$ cat src/hdl/ulpi_regs_pkg.sv
package ulpi_regs_pkg;

  // ULPI transmit command byte: type in [7:6], register address in [5:0]
  localparam logic [1:0] CMD_TYPE_REG_WR = 2'h2;
  localparam logic [1:0] CMD_TYPE_REG_RD = 2'h3;
  localparam int CMD_TYPE_MSB = 7;
  localparam int CMD_TYPE_LSB = 6;
  localparam int CMD_ADDR_MSB = 5;

  // Register addresses: read at all three, write, set, clear
  localparam logic [5:0] ADDR_PORT_MODE_WR = 6'h07;
  localparam logic [5:0] ADDR_PORT_MODE_SET = 6'h08;
  localparam logic [5:0] ADDR_PORT_MODE_CLR = 6'h09;
  localparam logic [5:0] ADDR_VBUS_LINE_WR = 6'h0a;
  localparam logic [5:0] ADDR_VBUS_LINE_SET = 6'h0b;
  localparam logic [5:0] ADDR_VBUS_LINE_CLR = 6'h0c;

  // port_mode_select fields
  localparam int PM_SIX_WIRE_SERIAL_SEL = 0;
  localparam int PM_THREE_WIRE_SERIAL_SEL = 1;
  localparam int PM_CARKIT_UART_SEL = 2;
  localparam int PM_SERIAL_MODE_CLK_KEEP_N = 3;
  localparam int PM_INDICATOR_INVERT = 5;
  localparam int PM_INDICATOR_PASS = 6;
  localparam int PM_PROTECT_DISABLE = 7;
  localparam logic [7:0] PM_RESET = 8'h00;

  // vbus_and_line_control fields
  localparam int VL_CABLE_ID_SENSE_ON = 0;
  localparam int VL_PLUS_LINE_PULL_LOW = 1;
  localparam int VL_MINUS_LINE_PULL_LOW = 2;
  localparam int VL_VBUS_DISCHARGE = 3;
  localparam int VL_VBUS_CHARGE = 4;
  localparam int VL_POWER_SWITCH_DRIVE = 6;
  localparam int VL_EXTERNAL_VBUS_VALID_SEL = 7;
  localparam logic [7:0] VL_RESET = 8'h06;

  typedef enum logic [1:0] {
    OP_WRITE,
    OP_SET,
    OP_CLEAR
  } reg_op_t;

  typedef enum logic [2:0] {
    ST_IDLE,
    ST_WR_DATA,
    ST_WR_STOP,
    ST_RD_TURN,
    ST_RD_DATA,
    ST_RD_BACK
  } access_state_t;

endpackage : ulpi_regs_pkg

$ cat src/hdl/alt_mode_ctrl.sv
`timescale 1ns/100ps
module alt_mode_ctrl (
  input wire logic [7:0] port_mode_i, // Current port_mode_select value
  input wire logic global_low_power_n_i, // Global suspend control, 1 = running
  input wire logic stp_i, // ULPI stop from the link
  input wire logic bus_idle_i, // Register access engine idle
  output logic alt_active_o, // Any alternative interface selected
  output logic serial_active_o, // 3-pin or 6-pin serial selected
  output logic mode_exit_o, // Link leaves the alternative mode this cycle
  output logic clk_power_on_o // Internal clock circuitry powered
);

  logic three_wire;
  logic six_wire;
  logic carkit;

  assign three_wire = port_mode_i[ulpi_regs_pkg::PM_THREE_WIRE_SERIAL_SEL];
  assign six_wire = port_mode_i[ulpi_regs_pkg::PM_SIX_WIRE_SERIAL_SEL];
  assign carkit = port_mode_i[ulpi_regs_pkg::PM_CARKIT_UART_SEL];

  assign serial_active_o = three_wire | six_wire;
  assign alt_active_o = serial_active_o | carkit;

  // Stop from the link ends any alternative mode
  assign mode_exit_o = alt_active_o & bus_idle_i & stp_i;

  // Keep bit counts only in serial modes with the device awake
  always_comb
  begin
    if (serial_active_o && global_low_power_n_i)
    begin
      clk_power_on_o = port_mode_i[ulpi_regs_pkg::PM_SERIAL_MODE_CLK_KEEP_N];
    end
    else
    begin
      clk_power_on_o = global_low_power_n_i;
    end
  end

endmodule : alt_mode_ctrl

$ cat src/hdl/pin_sync2.sv
`timescale 1ns/100ps
module pin_sync2 #(
  parameter int WIDTH = 2
) (
  input wire logic sys_clk_i, // ULPI clock
  input wire logic rst_n_i, // Async reset, active low
  input wire logic [WIDTH-1:0] async_i, // Signals from outside the clock domain
  output logic [WIDTH-1:0] sync_o // Synchronised copies
);

  logic [WIDTH-1:0] meta_r;
  logic [WIDTH-1:0] sync_r;

  // First stage feeds only the second stage
  always_ff @(posedge sys_clk_i or negedge rst_n_i)
  begin
    if (!rst_n_i)
    begin
      meta_r <= '0;
      sync_r <= '0;
    end
    else
    begin
      meta_r <= async_i;
      sync_r <= meta_r;
    end
  end

  assign sync_o = sync_r;

endmodule : pin_sync2

$ cat src/hdl/ulpi_phy_interface_otg_ctrl_regs.sv
// How it works
// - Indicator invert bit at 1 inverts the fault input, at 0 passes it through.
// - Clock keep bit only steers power to internal clock circuitry.
// - Keep bit 0 leaves clock unpowered in 3/6-pin serial modes; 1 keeps it.
// - Keep bit counts only in 3/6-pin serial with global suspend control at 1.
// - Carkit bit at 1 turns the data interface into the UART interface.
// - Device clears the carkit bit itself when carkit mode ends.
// - Three-wire bit at 1 sends full/low-speed packets over 3-pin serial.
// - Device clears the three-wire bit itself when that mode ends.
// - Six-wire bit at 1 sends full/low-speed packets over 6-pin serial.
// - Device clears the six-wire bit itself when that mode ends.
// - Port mode register reads at 07h-09h; write 07h, set 08h, clear 09h.
// - Line control register reads at 0Ah-0Ch; write 0Ah, set 0Bh, clear 0Ch.
// - Power switch drive bit at 1 pulls the switch pin low, else high.
// - Pull-low bits 2 and 1 connect the data line pull-downs when set.
// - External valid select at 1 takes VBUS valid from the fault pin.
`timescale 1ns/100ps
module ulpi_phy_interface_otg_ctrl_regs (
  input wire logic sys_clk_i, // ULPI clock, 250 MHz
  input wire logic rst_n_i, // Async PHY reset, active low
  input wire logic stp_i, // ULPI stop from link
  input wire logic [7:0] data_i, // ULPI data driven by link
  output logic [7:0] data_o, // ULPI data driven by PHY
  output logic data_oe_o, // High while PHY drives ULPI data
  output logic dir_o, // ULPI direction, 1 = PHY owns bus
  output logic nxt_o, // ULPI next
  input wire logic fault_i, // External fault pin, asynchronous
  input wire logic vbus_cmp_i, // Internal OTG comparator, asynchronous
  input wire logic global_low_power_n_i, // Global suspend control, 1 = running
  output logic indicator_o, // Fault input after optional inversion
  output logic vbus_valid_o, // Selected VBUS valid indication
  output logic power_switch_out_n_o, // External power switch pin, active low
  output logic minus_line_pull_low_o, // Pull-down on minus data line
  output logic plus_line_pull_low_o, // Pull-down on plus data line
  output logic vbus_charge_o, // Charge VBUS through resistor
  output logic vbus_discharge_o, // Discharge VBUS through resistor
  output logic cable_id_sense_on_o, // ID pull-up and sampler
  output logic carkit_uart_o, // Data interface in carkit UART mode
  output logic three_wire_serial_o, // 3-pin serial interface active
  output logic six_wire_serial_o, // 6-pin serial interface active
  output logic clk_power_on_o // Internal clock circuitry powered
);

  ulpi_regs_pkg::access_state_t state_r;
  ulpi_regs_pkg::access_state_t state_nxt;

  logic [7:0] port_mode_r;
  logic [7:0] vbus_line_r;
  logic [5:0] addr_r;
  logic [7:0] wr_data_r;
  logic [7:0] rd_data_r;
  logic nxt_r;
  logic dir_r;
  logic oe_r;

  logic [1:0] pins_sync;
  logic fault_s;
  logic vbus_cmp_s;
  logic alt_active;
  logic mode_exit;
  logic commit;
  logic bus_idle;
  logic [1:0] cmd_type;
  logic [5:0] cmd_addr;

  // Register addressing helpers

  function automatic logic hits_port_mode(input logic [5:0] addr);
    hits_port_mode = (addr == ulpi_regs_pkg::ADDR_PORT_MODE_WR) ||
                     (addr == ulpi_regs_pkg::ADDR_PORT_MODE_SET) ||
                     (addr == ulpi_regs_pkg::ADDR_PORT_MODE_CLR);
  endfunction : hits_port_mode

  function automatic logic hits_vbus_line(input logic [5:0] addr);
    hits_vbus_line = (addr == ulpi_regs_pkg::ADDR_VBUS_LINE_WR) ||
                     (addr == ulpi_regs_pkg::ADDR_VBUS_LINE_SET) ||
                     (addr == ulpi_regs_pkg::ADDR_VBUS_LINE_CLR);
  endfunction : hits_vbus_line

  function automatic ulpi_regs_pkg::reg_op_t addr_op(input logic [5:0] addr);
    if (addr == ulpi_regs_pkg::ADDR_PORT_MODE_SET || addr == ulpi_regs_pkg::ADDR_VBUS_LINE_SET)
    begin
      addr_op = ulpi_regs_pkg::OP_SET;
    end
    else if (addr == ulpi_regs_pkg::ADDR_PORT_MODE_CLR ||
             addr == ulpi_regs_pkg::ADDR_VBUS_LINE_CLR)
    begin
      addr_op = ulpi_regs_pkg::OP_CLEAR;
    end
    else
    begin
      addr_op = ulpi_regs_pkg::OP_WRITE;
    end
  endfunction : addr_op

  function automatic logic [7:0] apply_op(input logic [7:0] old_val,
                                          input logic [7:0] val,
                                          input ulpi_regs_pkg::reg_op_t op);
    case (op)
      ulpi_regs_pkg::OP_SET: apply_op = old_val | val;
      ulpi_regs_pkg::OP_CLEAR: apply_op = old_val & ~val;
      default: apply_op = val;
    endcase
  endfunction : apply_op

  // Pins from outside the ULPI clock domain

  pin_sync2 #(
    .WIDTH(2)
  ) u_pin_sync (
    .sys_clk_i(sys_clk_i),
    .rst_n_i(rst_n_i),
    .async_i({fault_i, vbus_cmp_i}),
    .sync_o(pins_sync)
  );

  assign fault_s = pins_sync[1];
  assign vbus_cmp_s = pins_sync[0];

  alt_mode_ctrl u_alt_mode (
    .port_mode_i(port_mode_r),
    .global_low_power_n_i(global_low_power_n_i),
    .stp_i(stp_i),
    .bus_idle_i(bus_idle),
    .alt_active_o(alt_active),
    .serial_active_o(),
    .mode_exit_o(mode_exit),
    .clk_power_on_o(clk_power_on_o)
  );

  // Register access engine

  assign bus_idle = (state_r == ulpi_regs_pkg::ST_IDLE);
  assign cmd_type = data_i[ulpi_regs_pkg::CMD_TYPE_MSB:ulpi_regs_pkg::CMD_TYPE_LSB];
  assign cmd_addr = data_i[ulpi_regs_pkg::CMD_ADDR_MSB:0];
  assign commit = (state_r == ulpi_regs_pkg::ST_WR_STOP) && stp_i;

  // Pins are repurposed in alternative modes, so commands are not decoded then
  always_comb
  begin
    state_nxt = state_r;
    case (state_r)
      ulpi_regs_pkg::ST_IDLE:
      begin
        if (!alt_active && !stp_i && cmd_type == ulpi_regs_pkg::CMD_TYPE_REG_WR)
        begin
          state_nxt = ulpi_regs_pkg::ST_WR_DATA;
        end
        else if (!alt_active && !stp_i && cmd_type == ulpi_regs_pkg::CMD_TYPE_REG_RD)
        begin
          state_nxt = ulpi_regs_pkg::ST_RD_TURN;
        end
      end
      ulpi_regs_pkg::ST_WR_DATA:
      begin
        // Early stop aborts the write
        state_nxt = stp_i ? ulpi_regs_pkg::ST_IDLE : ulpi_regs_pkg::ST_WR_STOP;
      end
      ulpi_regs_pkg::ST_WR_STOP:
      begin
        if (stp_i)
        begin
          state_nxt = ulpi_regs_pkg::ST_IDLE;
        end
      end
      ulpi_regs_pkg::ST_RD_TURN: state_nxt = ulpi_regs_pkg::ST_RD_DATA;
      ulpi_regs_pkg::ST_RD_DATA: state_nxt = ulpi_regs_pkg::ST_RD_BACK;
      ulpi_regs_pkg::ST_RD_BACK: state_nxt = ulpi_regs_pkg::ST_IDLE;
      default: state_nxt = ulpi_regs_pkg::ST_IDLE;
    endcase
  end

  always_ff @(posedge sys_clk_i or negedge rst_n_i)
  begin
    if (!rst_n_i)
    begin
      state_r <= ulpi_regs_pkg::ST_IDLE;
    end
    else
    begin
      state_r <= state_nxt;
    end
  end

  // Command address and write byte capture
  always_ff @(posedge sys_clk_i or negedge rst_n_i)
  begin
    if (!rst_n_i)
    begin
      addr_r <= 6'h00;
      wr_data_r <= 8'h00;
    end
    else
    begin
      if (bus_idle)
      begin
        addr_r <= cmd_addr;
      end
      if (state_r == ulpi_regs_pkg::ST_WR_DATA)
      begin
        wr_data_r <= data_i;
      end
    end
  end

  // Next acknowledges the command byte and the write data byte
  always_ff @(posedge sys_clk_i or negedge rst_n_i)
  begin
    if (!rst_n_i)
    begin
      nxt_r <= 1'b0;
    end
    else
    begin
      nxt_r <= (state_nxt == ulpi_regs_pkg::ST_WR_DATA) ||
               (state_nxt == ulpi_regs_pkg::ST_WR_STOP) ||
               (state_nxt == ulpi_regs_pkg::ST_RD_TURN);
    end
  end

  // Turnaround cycle only after the read data; data_oe_o rises in the same cycle as dir_o
  always_ff @(posedge sys_clk_i or negedge rst_n_i)
  begin
    if (!rst_n_i)
    begin
      dir_r <= 1'b0;
      oe_r <= 1'b0;
    end
    else
    begin
      dir_r <= (state_nxt == ulpi_regs_pkg::ST_RD_DATA) ||
               (state_nxt == ulpi_regs_pkg::ST_RD_BACK);
      oe_r <= (state_nxt == ulpi_regs_pkg::ST_RD_DATA);
    end
  end

  // Read data: unmapped addresses return zero
  always_ff @(posedge sys_clk_i or negedge rst_n_i)
  begin
    if (!rst_n_i)
    begin
      rd_data_r <= 8'h00;
    end
    else if (state_r == ulpi_regs_pkg::ST_RD_TURN)
    begin
      if (hits_port_mode(addr_r))
      begin
        rd_data_r <= port_mode_r;
      end
      else if (hits_vbus_line(addr_r))
      begin
        rd_data_r <= vbus_line_r;
      end
      else
      begin
        rd_data_r <= 8'h00;
      end
    end
  end

  // Registers

  // Mode bits clear themselves on exit; no write can coincide since
  // commands are not decoded while a mode is active
  always_ff @(posedge sys_clk_i or negedge rst_n_i)
  begin
    if (!rst_n_i)
    begin
      port_mode_r <= ulpi_regs_pkg::PM_RESET;
    end
    else if (mode_exit)
    begin
      port_mode_r[ulpi_regs_pkg::PM_CARKIT_UART_SEL] <= 1'b0;
      port_mode_r[ulpi_regs_pkg::PM_THREE_WIRE_SERIAL_SEL] <= 1'b0;
      port_mode_r[ulpi_regs_pkg::PM_SIX_WIRE_SERIAL_SEL] <= 1'b0;
    end
    else if (commit && hits_port_mode(addr_r))
    begin
      port_mode_r <= apply_op(port_mode_r, wr_data_r, addr_op(addr_r));
    end
  end

  always_ff @(posedge sys_clk_i or negedge rst_n_i)
  begin
    if (!rst_n_i)
    begin
      vbus_line_r <= ulpi_regs_pkg::VL_RESET;
    end
    else if (commit && hits_vbus_line(addr_r))
    begin
      vbus_line_r <= apply_op(vbus_line_r, wr_data_r, addr_op(addr_r));
    end
  end

  // Outputs

  assign data_o = rd_data_r;
  assign data_oe_o = oe_r;
  assign dir_o = dir_r;
  assign nxt_o = nxt_r;

  always_ff @(posedge sys_clk_i or negedge rst_n_i)
  begin
    if (!rst_n_i)
    begin
      indicator_o <= 1'b0;
      vbus_valid_o <= 1'b0;
    end
    else
    begin
      indicator_o <= fault_s ^ port_mode_r[ulpi_regs_pkg::PM_INDICATOR_INVERT];
      if (vbus_line_r[ulpi_regs_pkg::VL_EXTERNAL_VBUS_VALID_SEL])
      begin
        vbus_valid_o <= fault_s ^ port_mode_r[ulpi_regs_pkg::PM_INDICATOR_INVERT];
      end
      else
      begin
        vbus_valid_o <= vbus_cmp_s;
      end
    end
  end

  // Controls straight from register bits
  assign power_switch_out_n_o = ~vbus_line_r[ulpi_regs_pkg::VL_POWER_SWITCH_DRIVE];
  assign minus_line_pull_low_o = vbus_line_r[ulpi_regs_pkg::VL_MINUS_LINE_PULL_LOW];
  assign plus_line_pull_low_o = vbus_line_r[ulpi_regs_pkg::VL_PLUS_LINE_PULL_LOW];
  assign vbus_charge_o = vbus_line_r[ulpi_regs_pkg::VL_VBUS_CHARGE];
  assign vbus_discharge_o = vbus_line_r[ulpi_regs_pkg::VL_VBUS_DISCHARGE];
  assign cable_id_sense_on_o = vbus_line_r[ulpi_regs_pkg::VL_CABLE_ID_SENSE_ON];

  // More than one mode bit is undefined; each pin group just follows its bit
  assign carkit_uart_o = port_mode_r[ulpi_regs_pkg::PM_CARKIT_UART_SEL];
  assign three_wire_serial_o = port_mode_r[ulpi_regs_pkg::PM_THREE_WIRE_SERIAL_SEL];
  assign six_wire_serial_o = port_mode_r[ulpi_regs_pkg::PM_SIX_WIRE_SERIAL_SEL];

endmodule : ulpi_phy_interface_otg_ctrl_regs

$ cat config.mk
export PLATFORM = sky130hd
export DESIGN_NAME = ulpi_phy_interface_otg_ctrl_regs
export DESIGN_NICKNAME = d
export VERILOG_FILES = /design/src/hdl/ulpi_regs_pkg.sv /design/src/hdl/alt_mode_ctrl.sv /design/src/hdl/pin_sync2.sv /design/src/hdl/ulpi_phy_interface_otg_ctrl_regs.sv
export SDC_FILE = /design/constraint.sdc
export NUM_CORES = 1
export LEC_CHECK = 0
export BUFFER_PORTS_ARGS = -buffer_cell sky130_fd_sc_hd__buf_2
export CAP_MARGIN = 20
export CELL_PAD_IN_SITES_DETAIL_PLACEMENT = 0
export CELL_PAD_IN_SITES_GLOBAL_PLACEMENT = 2
export CORE_UTILIZATION = 33
export CTS_CLUSTER_SIZE = 12
export DETAILED_ROUTE_END_ITERATION = 10
export PLACE_DENSITY = 0.84
export REMOVE_ABC_BUFFERS = 1
export SYNTH_ARGS = -nofsm -noshare
export SYNTH_HDL_FRONTEND = slang
export SYNTH_SLANG_ARGS = --single-unit
$ cat constraint.sdc
create_clock -name sys_clk_i -period 1.6 [get_ports sys_clk_i]
set_input_delay 0.08 -clock sys_clk_i [delete_from_list [all_inputs] [get_ports sys_clk_i]]
set_output_delay 0.08 -clock sys_clk_i [all_outputs]
set_load 0.05 [all_outputs]
# [After elaboration in Yosys (flattened, before gate mapping)]
# Cells that the tools add are included.
[word_totals] output_inout_bits=23 in_bits=14 reg_bits=50
[op_classes] mux=18 reduce_logical=21 bitwise_logic=12 n_eq_ne=21
[ops] operator="8-bit one-hot mux with 2 select lines" count=2
[ops] operator="6-bit by 4-bit equality test with 1-bit output (second input constant)" count=5
[ops] operator="8-bit bitwise AND" count=2
[ops] operator="8-bit 2-to-1 mux" count=2
[ops] operator="8-bit OR" count=2
[ops] operator="3-bit 2-to-1 mux" count=5
[ops] operator="3-bit one-hot mux with 5 select lines" count=1
[ops] operator="3-bit by 2-bit equality test with 1-bit output (second input constant)" count=4
[ops] operator="2-bit 2-to-1 mux" count=6
[ops] operator="3-bit equality test (second input constant)" count=3
[ops] operator="1-bit logical OR" count=9
[ops] operator="2-bit equality test (second input constant)" count=4
[ops] operator="8-bit inverter" count=1
[ops] operator="1-bit logical AND" count=7
[ops] operator="3-bit by 1-bit equality test with 1-bit output (second input constant)" count=2
[ops] operator="6-bit by 3-bit equality test with 1-bit output (second input constant)" count=1
[ops] operator="2-bit by 1-bit equality test with 1-bit output (second input constant)" count=2
[ops] operator="3-bit zero test" count=1
[ops] operator="1-bit bitwise AND" count=2
[ops] operator="1-bit zero test" count=2
[ops] operator="1-bit 2-to-1 mux" count=2
[ops] operator="1-bit inverter" count=2
[ops] operator="1-bit OR" count=2
[ops] operator="2-bit AND reduction" count=1
[ops] operator="other kinds (2)" count=2

# [Longest topological paths before layout]
# Gate-level depths: netlist of the first run.
[logic_depth] word_depth=11 ltp_mapped=6

# [By module]
# Synthesis of the first run repeated with hierarchy kept, for this count alone.
[unflattened] cells_unflattened=169 area_unflattened_um2=2150.8
[modules_own_cells] mod="ulpi_phy_interface_otg_ctrl_regs" n_inst=1 cells_each=160 area_each_um2=2015.7
[modules_own_cells] mod="pin_sync2" n_inst=1 cells_each=4 area_each_um2=100.1
[modules_own_cells] mod="alt_mode_ctrl" n_inst=1 cells_each=5 area_each_um2=35.0

# [Worst setup path after synthesis of the first run]
# OpenSTA, ideal clock, no wires.
[synth_timing] kind="flip-flop to flip-flop" start="register addr_r[1]" end="register port_mode_r[4]" arrival_time_ps=1640 path_buffers=1 setup_time_ps=121 path_stages_with_launch=6 path_slack_ps=-161 path_cell_list="dfrtp_1 or3b_1 a2111oi_4 buf_4 o21ai_1 a22o_1"
[synth_via] elab_chain_cells=8 elab_cells_between_ends=18 classes_between="7 x eq/ne; 5 x mux; 6 x reduce/logical"
[synth_rtl] item="start, declared" line="ulpi_phy_interface_otg_ctrl_regs.sv:49" source="logic [5:0] addr_r;"
[synth_rtl] item="start signal, assigned" line="ulpi_phy_interface_otg_ctrl_regs.sv:197" source="addr_r <= cmd_addr;"
[synth_rtl] item="6-bit by 4-bit equality test with 1-bit output (on tied branches)" line="ulpi_phy_interface_otg_ctrl_regs.sv:71, ulpi_phy_interface_otg_ctrl_regs.sv:85, ulpi_phy_interface_otg_ctrl_regs.sv:86"
[synth_rtl] item="1-bit logical OR" line="ulpi_phy_interface_otg_ctrl_regs.sv:85" source="else if (addr == ulpi_regs_pkg::ADDR_PORT_MODE_CLR ||"
[synth_rtl] item="2-bit 2-to-1 mux" line="ulpi_phy_interface_otg_ctrl_regs.sv:85"
[synth_rtl] item="2-bit 2-to-1 mux" line="ulpi_phy_interface_otg_ctrl_regs.sv:81" source="if (addr == ulpi_regs_pkg::ADDR_PORT_MODE_SET || addr == ulpi_regs_pkg::ADDR_VBUS_LINE_SET)"
[synth_rtl] item="2-bit 2-to-1 mux" line="ulpi_phy_interface_otg_ctrl_regs.sv:277" source="else if (commit && hits_port_mode(addr_r))"
[synth_rtl] item="2-bit 2-to-1 mux" line="ulpi_phy_interface_otg_ctrl_regs.sv:271" source="else if (mode_exit)"
[synth_rtl] item="2-bit equality test / 2-bit by 1-bit equality test with 1-bit output (equally long branches)" line="ulpi_phy_interface_otg_ctrl_regs.sv:99" source="case (op)"
[synth_rtl] item="8-bit one-hot mux with 2 select lines" line="ulpi_phy_interface_otg_ctrl_regs.sv:99"
[synth_rtl] item="end signal, assigned" line="ulpi_phy_interface_otg_ctrl_regs.sv:269" source="port_mode_r <= ulpi_regs_pkg::PM_RESET;"
[synth_rtl] item="end signal, assigned" line="ulpi_phy_interface_otg_ctrl_regs.sv:279" source="port_mode_r <= apply_op(port_mode_r, wr_data_r, addr_op(addr_r));"
[synth_rtl] item="end, declared" line="ulpi_phy_interface_otg_ctrl_regs.sv:47" source="logic [7:0] port_mode_r;"
# Several ways; a longest one is shown, not always the timed one. The select of a mux whose other input is x is not followed.
# A chain may end at the register's enable or synchronous reset.

# [Worst setup path in the final report of the first run]
[layout_timing] start="register addr_r[2]" end="register port_mode_r[6]"
# Same word-level chain as after synthesis.

==> impl_metrics.py, run 1 <==
metrics = {
    "outcome": {
        "status": "complete, but fails checks",
        "failed_checks": "negative setup slack",
    },
    "timing": {
        "rsz0062_at_grt": "true",
        "fin_ws_ns": -0.144,
        "period_share_pct": 109,
        "fmaxAchievable_mhz": 573,
        "hold_viol_final": 0,
        "clock-skew-final_ns": 0.00747,
        "fin_crit_ns": 1.74,
        "finalSetupViolations": 24,
        "tightest_slew_ns": 0.329,
        "fin_setup_tns_ns": -2.14,
        "maxSlewViolCount": 0,
        "maxSlewHeadroom_pct": 78.1,
    },
    "grt": {
        "grt_max_degree": 51,
        "grt_pass1_vias": 1553,
        "antenna_found_initial": 0,
        "grt_pass1_wl_um": 8050,
        "grt_overflow_total": 0,
        "grtUsageTotal_pct": 16.2,
    },
    "clock_tree": {
        "cts_tree": "yes",
        "clock_latency_ns": 0.31,
        "clkSinkCount": 50,
        "clkTransAtPathRegs_ns": 0.09,
        "clockRootBuffer": "clkbuf_8",
        "cts_buffers": 5,
        "clock_path_buffers": 2,
        "h-tree-depth": 2,
    },
    "floorplanning": {
        "die_x_um": 82.7,
        "dieArea_mm2": 0.00684,
        "rows": 29,
        "die_h_um": 82.7,
        "pin_count": 37,
        "start_util_pct": 34.0,
        "core_mm2": 0.00631,
    },
    "finish": {
        "fin_nets": 258,
        "final_util_pct": 46.7,
        "syn_to_final_growth_pct": 37.3,
        "n_antenna_cell": 0,
        "layout-drive-gt1-share_pct": 45.3,
    },
    "yosys": {
        "synth_area_leaders": "dfrtp_1 (56%), mux2_1 (7.3%), o21ai_1 (5.6%), a22o_1 (5.3%), a22oi_1 (2.8%)",
        "synth_top_area_share_pct": 55.9,
        "synth_warnings": 0,
        "postSynthCellCount": 169,
        "yosys.area.top_type": "dfrtp_1",
        "synth_enable_flop_cells": 0,
        "synthMostInstantiatedCell": "dfrtp_1",
        "ys_ff_latch": 50,
        "synthTopCellsByCount": "dfrtp_1 (48), o21ai_1 (24), nand2_1 (15)",
        "synth.cell_area_mm2": 0.00215,
        "ys_types": 33,
        "synthFlopType": "dfrtp_1",
        "syn_area_per_cell_um2": 12.7,
        "synth_seq_area_share_pct": 58.4,
        "synthArstFlopShare_pct": 100,
    },
    "power": {
        "power.net_switching_mw": 2.04,
        "intPower_mw": 3.12,
        "power.switching_fraction_pct": 39.5,
        "powerDensity_mw_per_mm2": 1750,
        "vdd_drop_max_uv": 599,
        "power_frac_comb_pct": 42.2,
        "leakagePower_nw": 1.30,
        "p_clk_share_pct": 17.2,
        "power_mw": 5.16,
        "pwr-share-seq_pct": 40.7,
    },
    "routing": {
        "vias_per_cell": 5.13,
        "drt_first_iter_violations": 66,
        "wl_per_cell_um": 15.7,
        "wirelength_um": 5050,
        "drc": 0,
        "final_antenna_net_count": 0,
        "first_pass_iters": 4,
        "vias": 1653,
    },
    "place": {
        "port_buffers": 36,
        "routabilityCongestion": 0.800,
        "pre_cts_ws_ns": -0.189,
        "dp_hpwl_um": 3390,
    },
    "critical_path": {
        "worstSetupPathType": "reg -> reg",
        "required_ns": 1.81,
        "reg2reg_from": "addr_r[2]$_DFFE_PN0P_",
        "cp-start-kind": "register",
        "reg2reg_slack_ns": -0.14,
        "cp-end-kind": "register",
        "critPathLaunch": "addr_r[2]$_DFFE_PN0P_",
        "arrival_ns": 1.95,
        "path_max_fanout": 6,
    },
    "hold_path": {
        "worstHoldStart": "data_i[4]",
        "hp-class": "in -> reg",
    },
    "job": {
        "cap_violations": 0,
    },
}
==> critical path, cell delays in order (launching register included) <==
cell       delay, ns
dfrtp_1         0.42
or3b_4          0.43
a2111oi_4       0.37
buf_6           0.18
o21ai_1         0.07
a22o_1          0.18
==> power groups by stage <==
stage                     clock network, mW  registers, mW  logic, mW
after detailed placement                  0           2.07       1.93
after global placement                    0           2.05       1.90
after CTS                             0.904           2.08       2.09
final                                 0.886           2.10       2.18
after global routing                  0.965           2.16       2.34
after floorplan                           0           2.43      0.778
==> worst paths after layout <==
| path | cells after the start | endpoint |
|---|---|---|
| worst max-delay path | 5 | port_mode_r[6]$_DFFE_PN0P_ |
| worst min-delay path | 2 | addr_r[4]$_DFFE_PN0P_ |
| worst max register to register | 5 | port_mode_r[6]$_DFFE_PN0P_ |
| worst min register to register | 0 | u_pin_sync.sync_o[0]$_DFF_PN0_ |
| max in group asynchronous | 3 | vbus_line_r[2]$_DFFE_PN1P_ |
| min in group asynchronous | 3 | data_oe_o$_DFF_PN0_ |
==> cell type report <==
cell class | instances | area [um^2]
Clock buffer | 6 | 72.6
Clock inverter | 2 | 37.5
Fill cell | 583 | 3360
Inverter | 2 | 7.51
Multi-Input combinational cell | 112 | 960
Sequential cell | 50 | 1250
Tap cell | 77 | 96.3
Timing Repair Buffer | 73 | 523
==> cell families after synthesis <==
family | Yosys count | share of synthesized area, %
simple gates | 37 | 11.1
xor+xnor | 1 | 0.408
buf+inv | 7 | 1.40
mux | 16 | 8.33
compound gates | 58 | 20.4
flops | 50 | 58.4
==> sequential cells by signal (all words and copies together) (netlist names) <==
signal and flops:
data_oe_o 1, vbus_valid_o 1, nxt_o 1, vbus_line_r 8, u_pin_sync.sync_o 2, dir_o 1, port_mode_r 8, indicator_o 1
wr_data_r 8, addr_r 6, data_o 8, u_pin_sync.meta_r 2, state_r 3
==> repair_timing <==
| action | in CTS | in global routing |
|---|---|---|
| hold endpoints to repair | 50 | 1 |
| endpoints found under the setup margin | 24 | 25 |
| pin swaps | 11 | 4 |
| hold buffers | 3 | 1 |
| cloned | 1 | 0 |
| resized for setup | 20 | 12 |
| setup buffers | 4 | 3 |
==> stage by stage <==
stage | instances | hold WS (ns) | instance area, um^2
final | 322 | 0.00899 | 2950
after detailed placement | 302 | 0.0893 | 2620
after global placement | 302 | 0.0859 | 2620
after floorplan | 164 | -0.216 | 2130
after CTS | 318 | 0.00509 | 2870
after global routing | 322 | 0.00471 | 2950
==> per-layer routing <==
metal	track usage [%]	routed length, um
met1	21.9	2280
met2	25.5	2500
met3	3.30	186
met4	6.21	81
met5	0	0
==> cell usage in the layout (no fill, tap or decap), drive strengths merged, types with 2 or more instances in the layout <==
cell | synthesis | layout
buf | 2 | 69
dfrtp | 48 | 48
o21ai | 24 | 24
nand2 | 15 | 15
mux2 | 15 | 15
a22o | 13 | 13
a22oi | 8 | 8
clkbuf | 3 | 6
nor2b | 4 | 4
dlygate4sd3 | 0 | 4
nand3b | 3 | 3
or3b | 3 | 3
a32oi | 3 | 3
nor2 | 3 | 3
a21oi | 3 | 3
o21a | 2 | 2
nand4b | 2 | 2
a2111oi | 2 | 2
dfstp | 2 | 2
inv | 2 | 2
a211oi | 2 | 2
Note: power is estimated with default switching activity, not from simulation.
==> inputs of run 2 (changes only) <==
CELL_PAD_IN_SITES_GLOBAL_PLACEMENT = 1   (was 2)
CORE_UTILIZATION = 40   (was 33)
PLACE_DENSITY = 0.85   (was 0.84)
==> impl_metrics.py, run 2 (synthesized netlist as in run 1, its figures left out) <==
metrics = {
    "outcome": {
        "status": "complete, but fails checks",
        "failed_checks": "negative setup slack",
    },
    "clock_tree": {
        "clock_latency_ns": 0.30,
        "clockRootBuffer": "clkbuf_8",
        "clkTransAtPathRegs_ns": 0.09,
        "cts_tree": "yes",
        "clock_path_buffers": 2,
        "h-tree-depth": 2,
        "clkSinkCount": 50,
        "cts_buffers": 5,
    },
    "floorplanning": {
        "die_x_um": 75.3,
        "pin_count": 37,
        "dieArea_mm2": 0.00567,
        "core_mm2": 0.00514,
        "rows": 26,
        "start_util_pct": 41.8,
        "die_h_um": 75.3,
    },
    "critical_path": {
        "arrival_ns": 1.91,
        "reg2reg_depth": 5,
        "cp-start-kind": "register",
        "crit_slowest_cell": "dfrtp_2",
        "worstSetupPathType": "reg -> reg",
        "critPathLaunch": "addr_r[2]$_DFFE_PN0P_",
        "reg2reg_from": "addr_r[2]$_DFFE_PN0P_",
        "critPathMaxStageDelay_ns": 0.45,
        "reg2reg_slack_ns": -0.12,
        "required_ns": 1.79,
        "path_cells": "or3b_4 > a2111oi_4 > buf_6 > o21ai_1 > a22o_1",
        "path_max_fanout": 6,
        "cp-end-kind": "register",
    },
    "power": {
        "leakagePower_nw": 1.26,
        "powerDensity_mw_per_mm2": 1720,
        "vdd_drop_max_uv": 897,
    },
    "timing": {
        "period_share_pct": 108,
        "clock-skew-final_ns": 0.00631,
        "maxSlewViolCount": 0,
        "fin_ws_ns": -0.121,
        "hold_viol_final": 0,
        "maxSlewHeadroom_pct": 78.9,
        "fin_setup_tns_ns": -1.52,
        "fmaxAchievable_mhz": 581,
        "tightest_slew_ns": 0.316,
        "whs_ns": 0.00889,
        "rsz0062_at_grt": "true",
        "fin_crit_ns": 1.72,
        "finalSetupViolations": 16,
    },
    "hold_path": {
        "holdPathStages": 2,
        "hp-class": "in -> reg",
        "worstHoldStart": "data_i[5]",
    },
    "finish": {
        "final_common_cell": "dfrtp_1",
        "layout-drive-gt1-share_pct": 40.2,
        "n_antenna_cell": 0,
        "finalInstanceArea_mm2": 0.00283,
        "instances_no_fill": 309,
        "syn_to_final_growth_pct": 31.6,
        "fin_nets": 252,
        "layout_common_cells": "dfrtp_1 (47), buf_2 (37), o21ai_1 (19), buf_4 (16), nand2_1 (15)",
    },
    "routing": {
        "drc": 0,
        "drt_first_iter_violations": 115,
        "vias": 1589,
        "first_pass_iters": 4,
        "vias_per_cell": 5.14,
        "wl_per_cell_um": 15.0,
        "wirelength_um": 4640,
        "final_antenna_net_count": 0,
    },
    "grt": {
        "grtUsageTotal_pct": 17.9,
        "grt_max_degree": 51,
        "grt_pass1_wl_um": 7490,
        "grt_pass1_vias": 1516,
        "antenna_found_initial": 0,
        "grt_overflow_total": 0,
    },
    "place": {
        "placedCellCount": 296,
        "port_buffers": 36,
        "dp_hpwl_um": 3270,
        "postPlaceCellArea_mm2": 0.00260,
        "pre_cts_ws_ns": -0.196,
        "routabilityCongestion": 0.798,
    },
    "job": {
        "cap_violations": 0,
    },
}
-- run 2: cell types whose count changed in the layout (fill, tap and decap cells not counted), sizes merged --
| cell | before | now |
|---|---|---|
| clkinvlp | 1 | 0 |
| clkinv | 0 | 2 |
| bufinv | 1 | 0 |
| buf | 69 | 64 |
| dlygate4sd3 | 4 | 3 |
-- run 2: worst max-delay path, delay by kind of cell, from the launching register on --
| kind | cells | cell delay [ns] |
|---|---|---|
| flops | 1 | 0.45 |
| compound gates | 3 | 0.58 |
| buf+inv | 1 | 0.17 |
| simple gates | 1 | 0.42 |
-- run 2: metrics by stage --
| step | utilization, % | total power, mW |
|---|---|---|
| global route | 55.0 | 5.16 |
| floorplan | - | 3.21 |
| global placement | 50.6 | 3.93 |
| finish | 55.0 | 4.87 |
| detailed placement | 50.6 | 4.00 |
| CTS | 53.7 | 4.80 |
-- run 2: where the power goes --
group	internal, mW	switching, mW
Clock	0.309	0.402
Combinational	0.913	1.16
Sequential	1.69	0.399
-- run 2: path summary, 6_finish.rpt --
path,endpoint
min in group asynchronous,port_mode_r[7]$_DFFE_PN0P_
min reg2reg,u_pin_sync.sync_o[0]$_DFF_PN0_
max in group asynchronous,vbus_line_r[1]$_DFFE_PN1P_
max reg2reg,port_mode_r[4]$_DFFE_PN0P_
max,port_mode_r[4]$_DFFE_PN0P_
min,addr_r[5]$_DFFE_PN0P_
-- run 2: layout make-up --
cell class,count,area [um^2]
clock inverters,2,13.8
inverters,2,7.51
flip-flops and latches,50,1250
multi-input cells,112,923
repair buffers,67,468
clock buffers,6,72.6
well taps,70,87.6
fillers,467,2310
-- run 2: metal layers --
metal | vias up | global-route usage [%] | share of wire (%)
met5 | - | 0 | 0
met4 | 0 | 6.38 | 0.73
met3 | 5 | 3.08 | 3.3
met2 | 37 | 29.1 | 47
met1 | 772 | 24.2 | 49
li1 | 775 | - | -
-- run 2: what timing repair did --
| action | 4_1_cts | 5_1_grt |
|---|---|---|
| pin swaps | 4 | 0 |
| hold buffers | 3 | 0 |
| setup buffers | 0 | 1 |
| resized for setup | 11 | 13 |
| hold endpoints to repair | 50 | 0 |
| cloned | 1 | 0 |
| setup endpoints to repair | 24 | 24 |
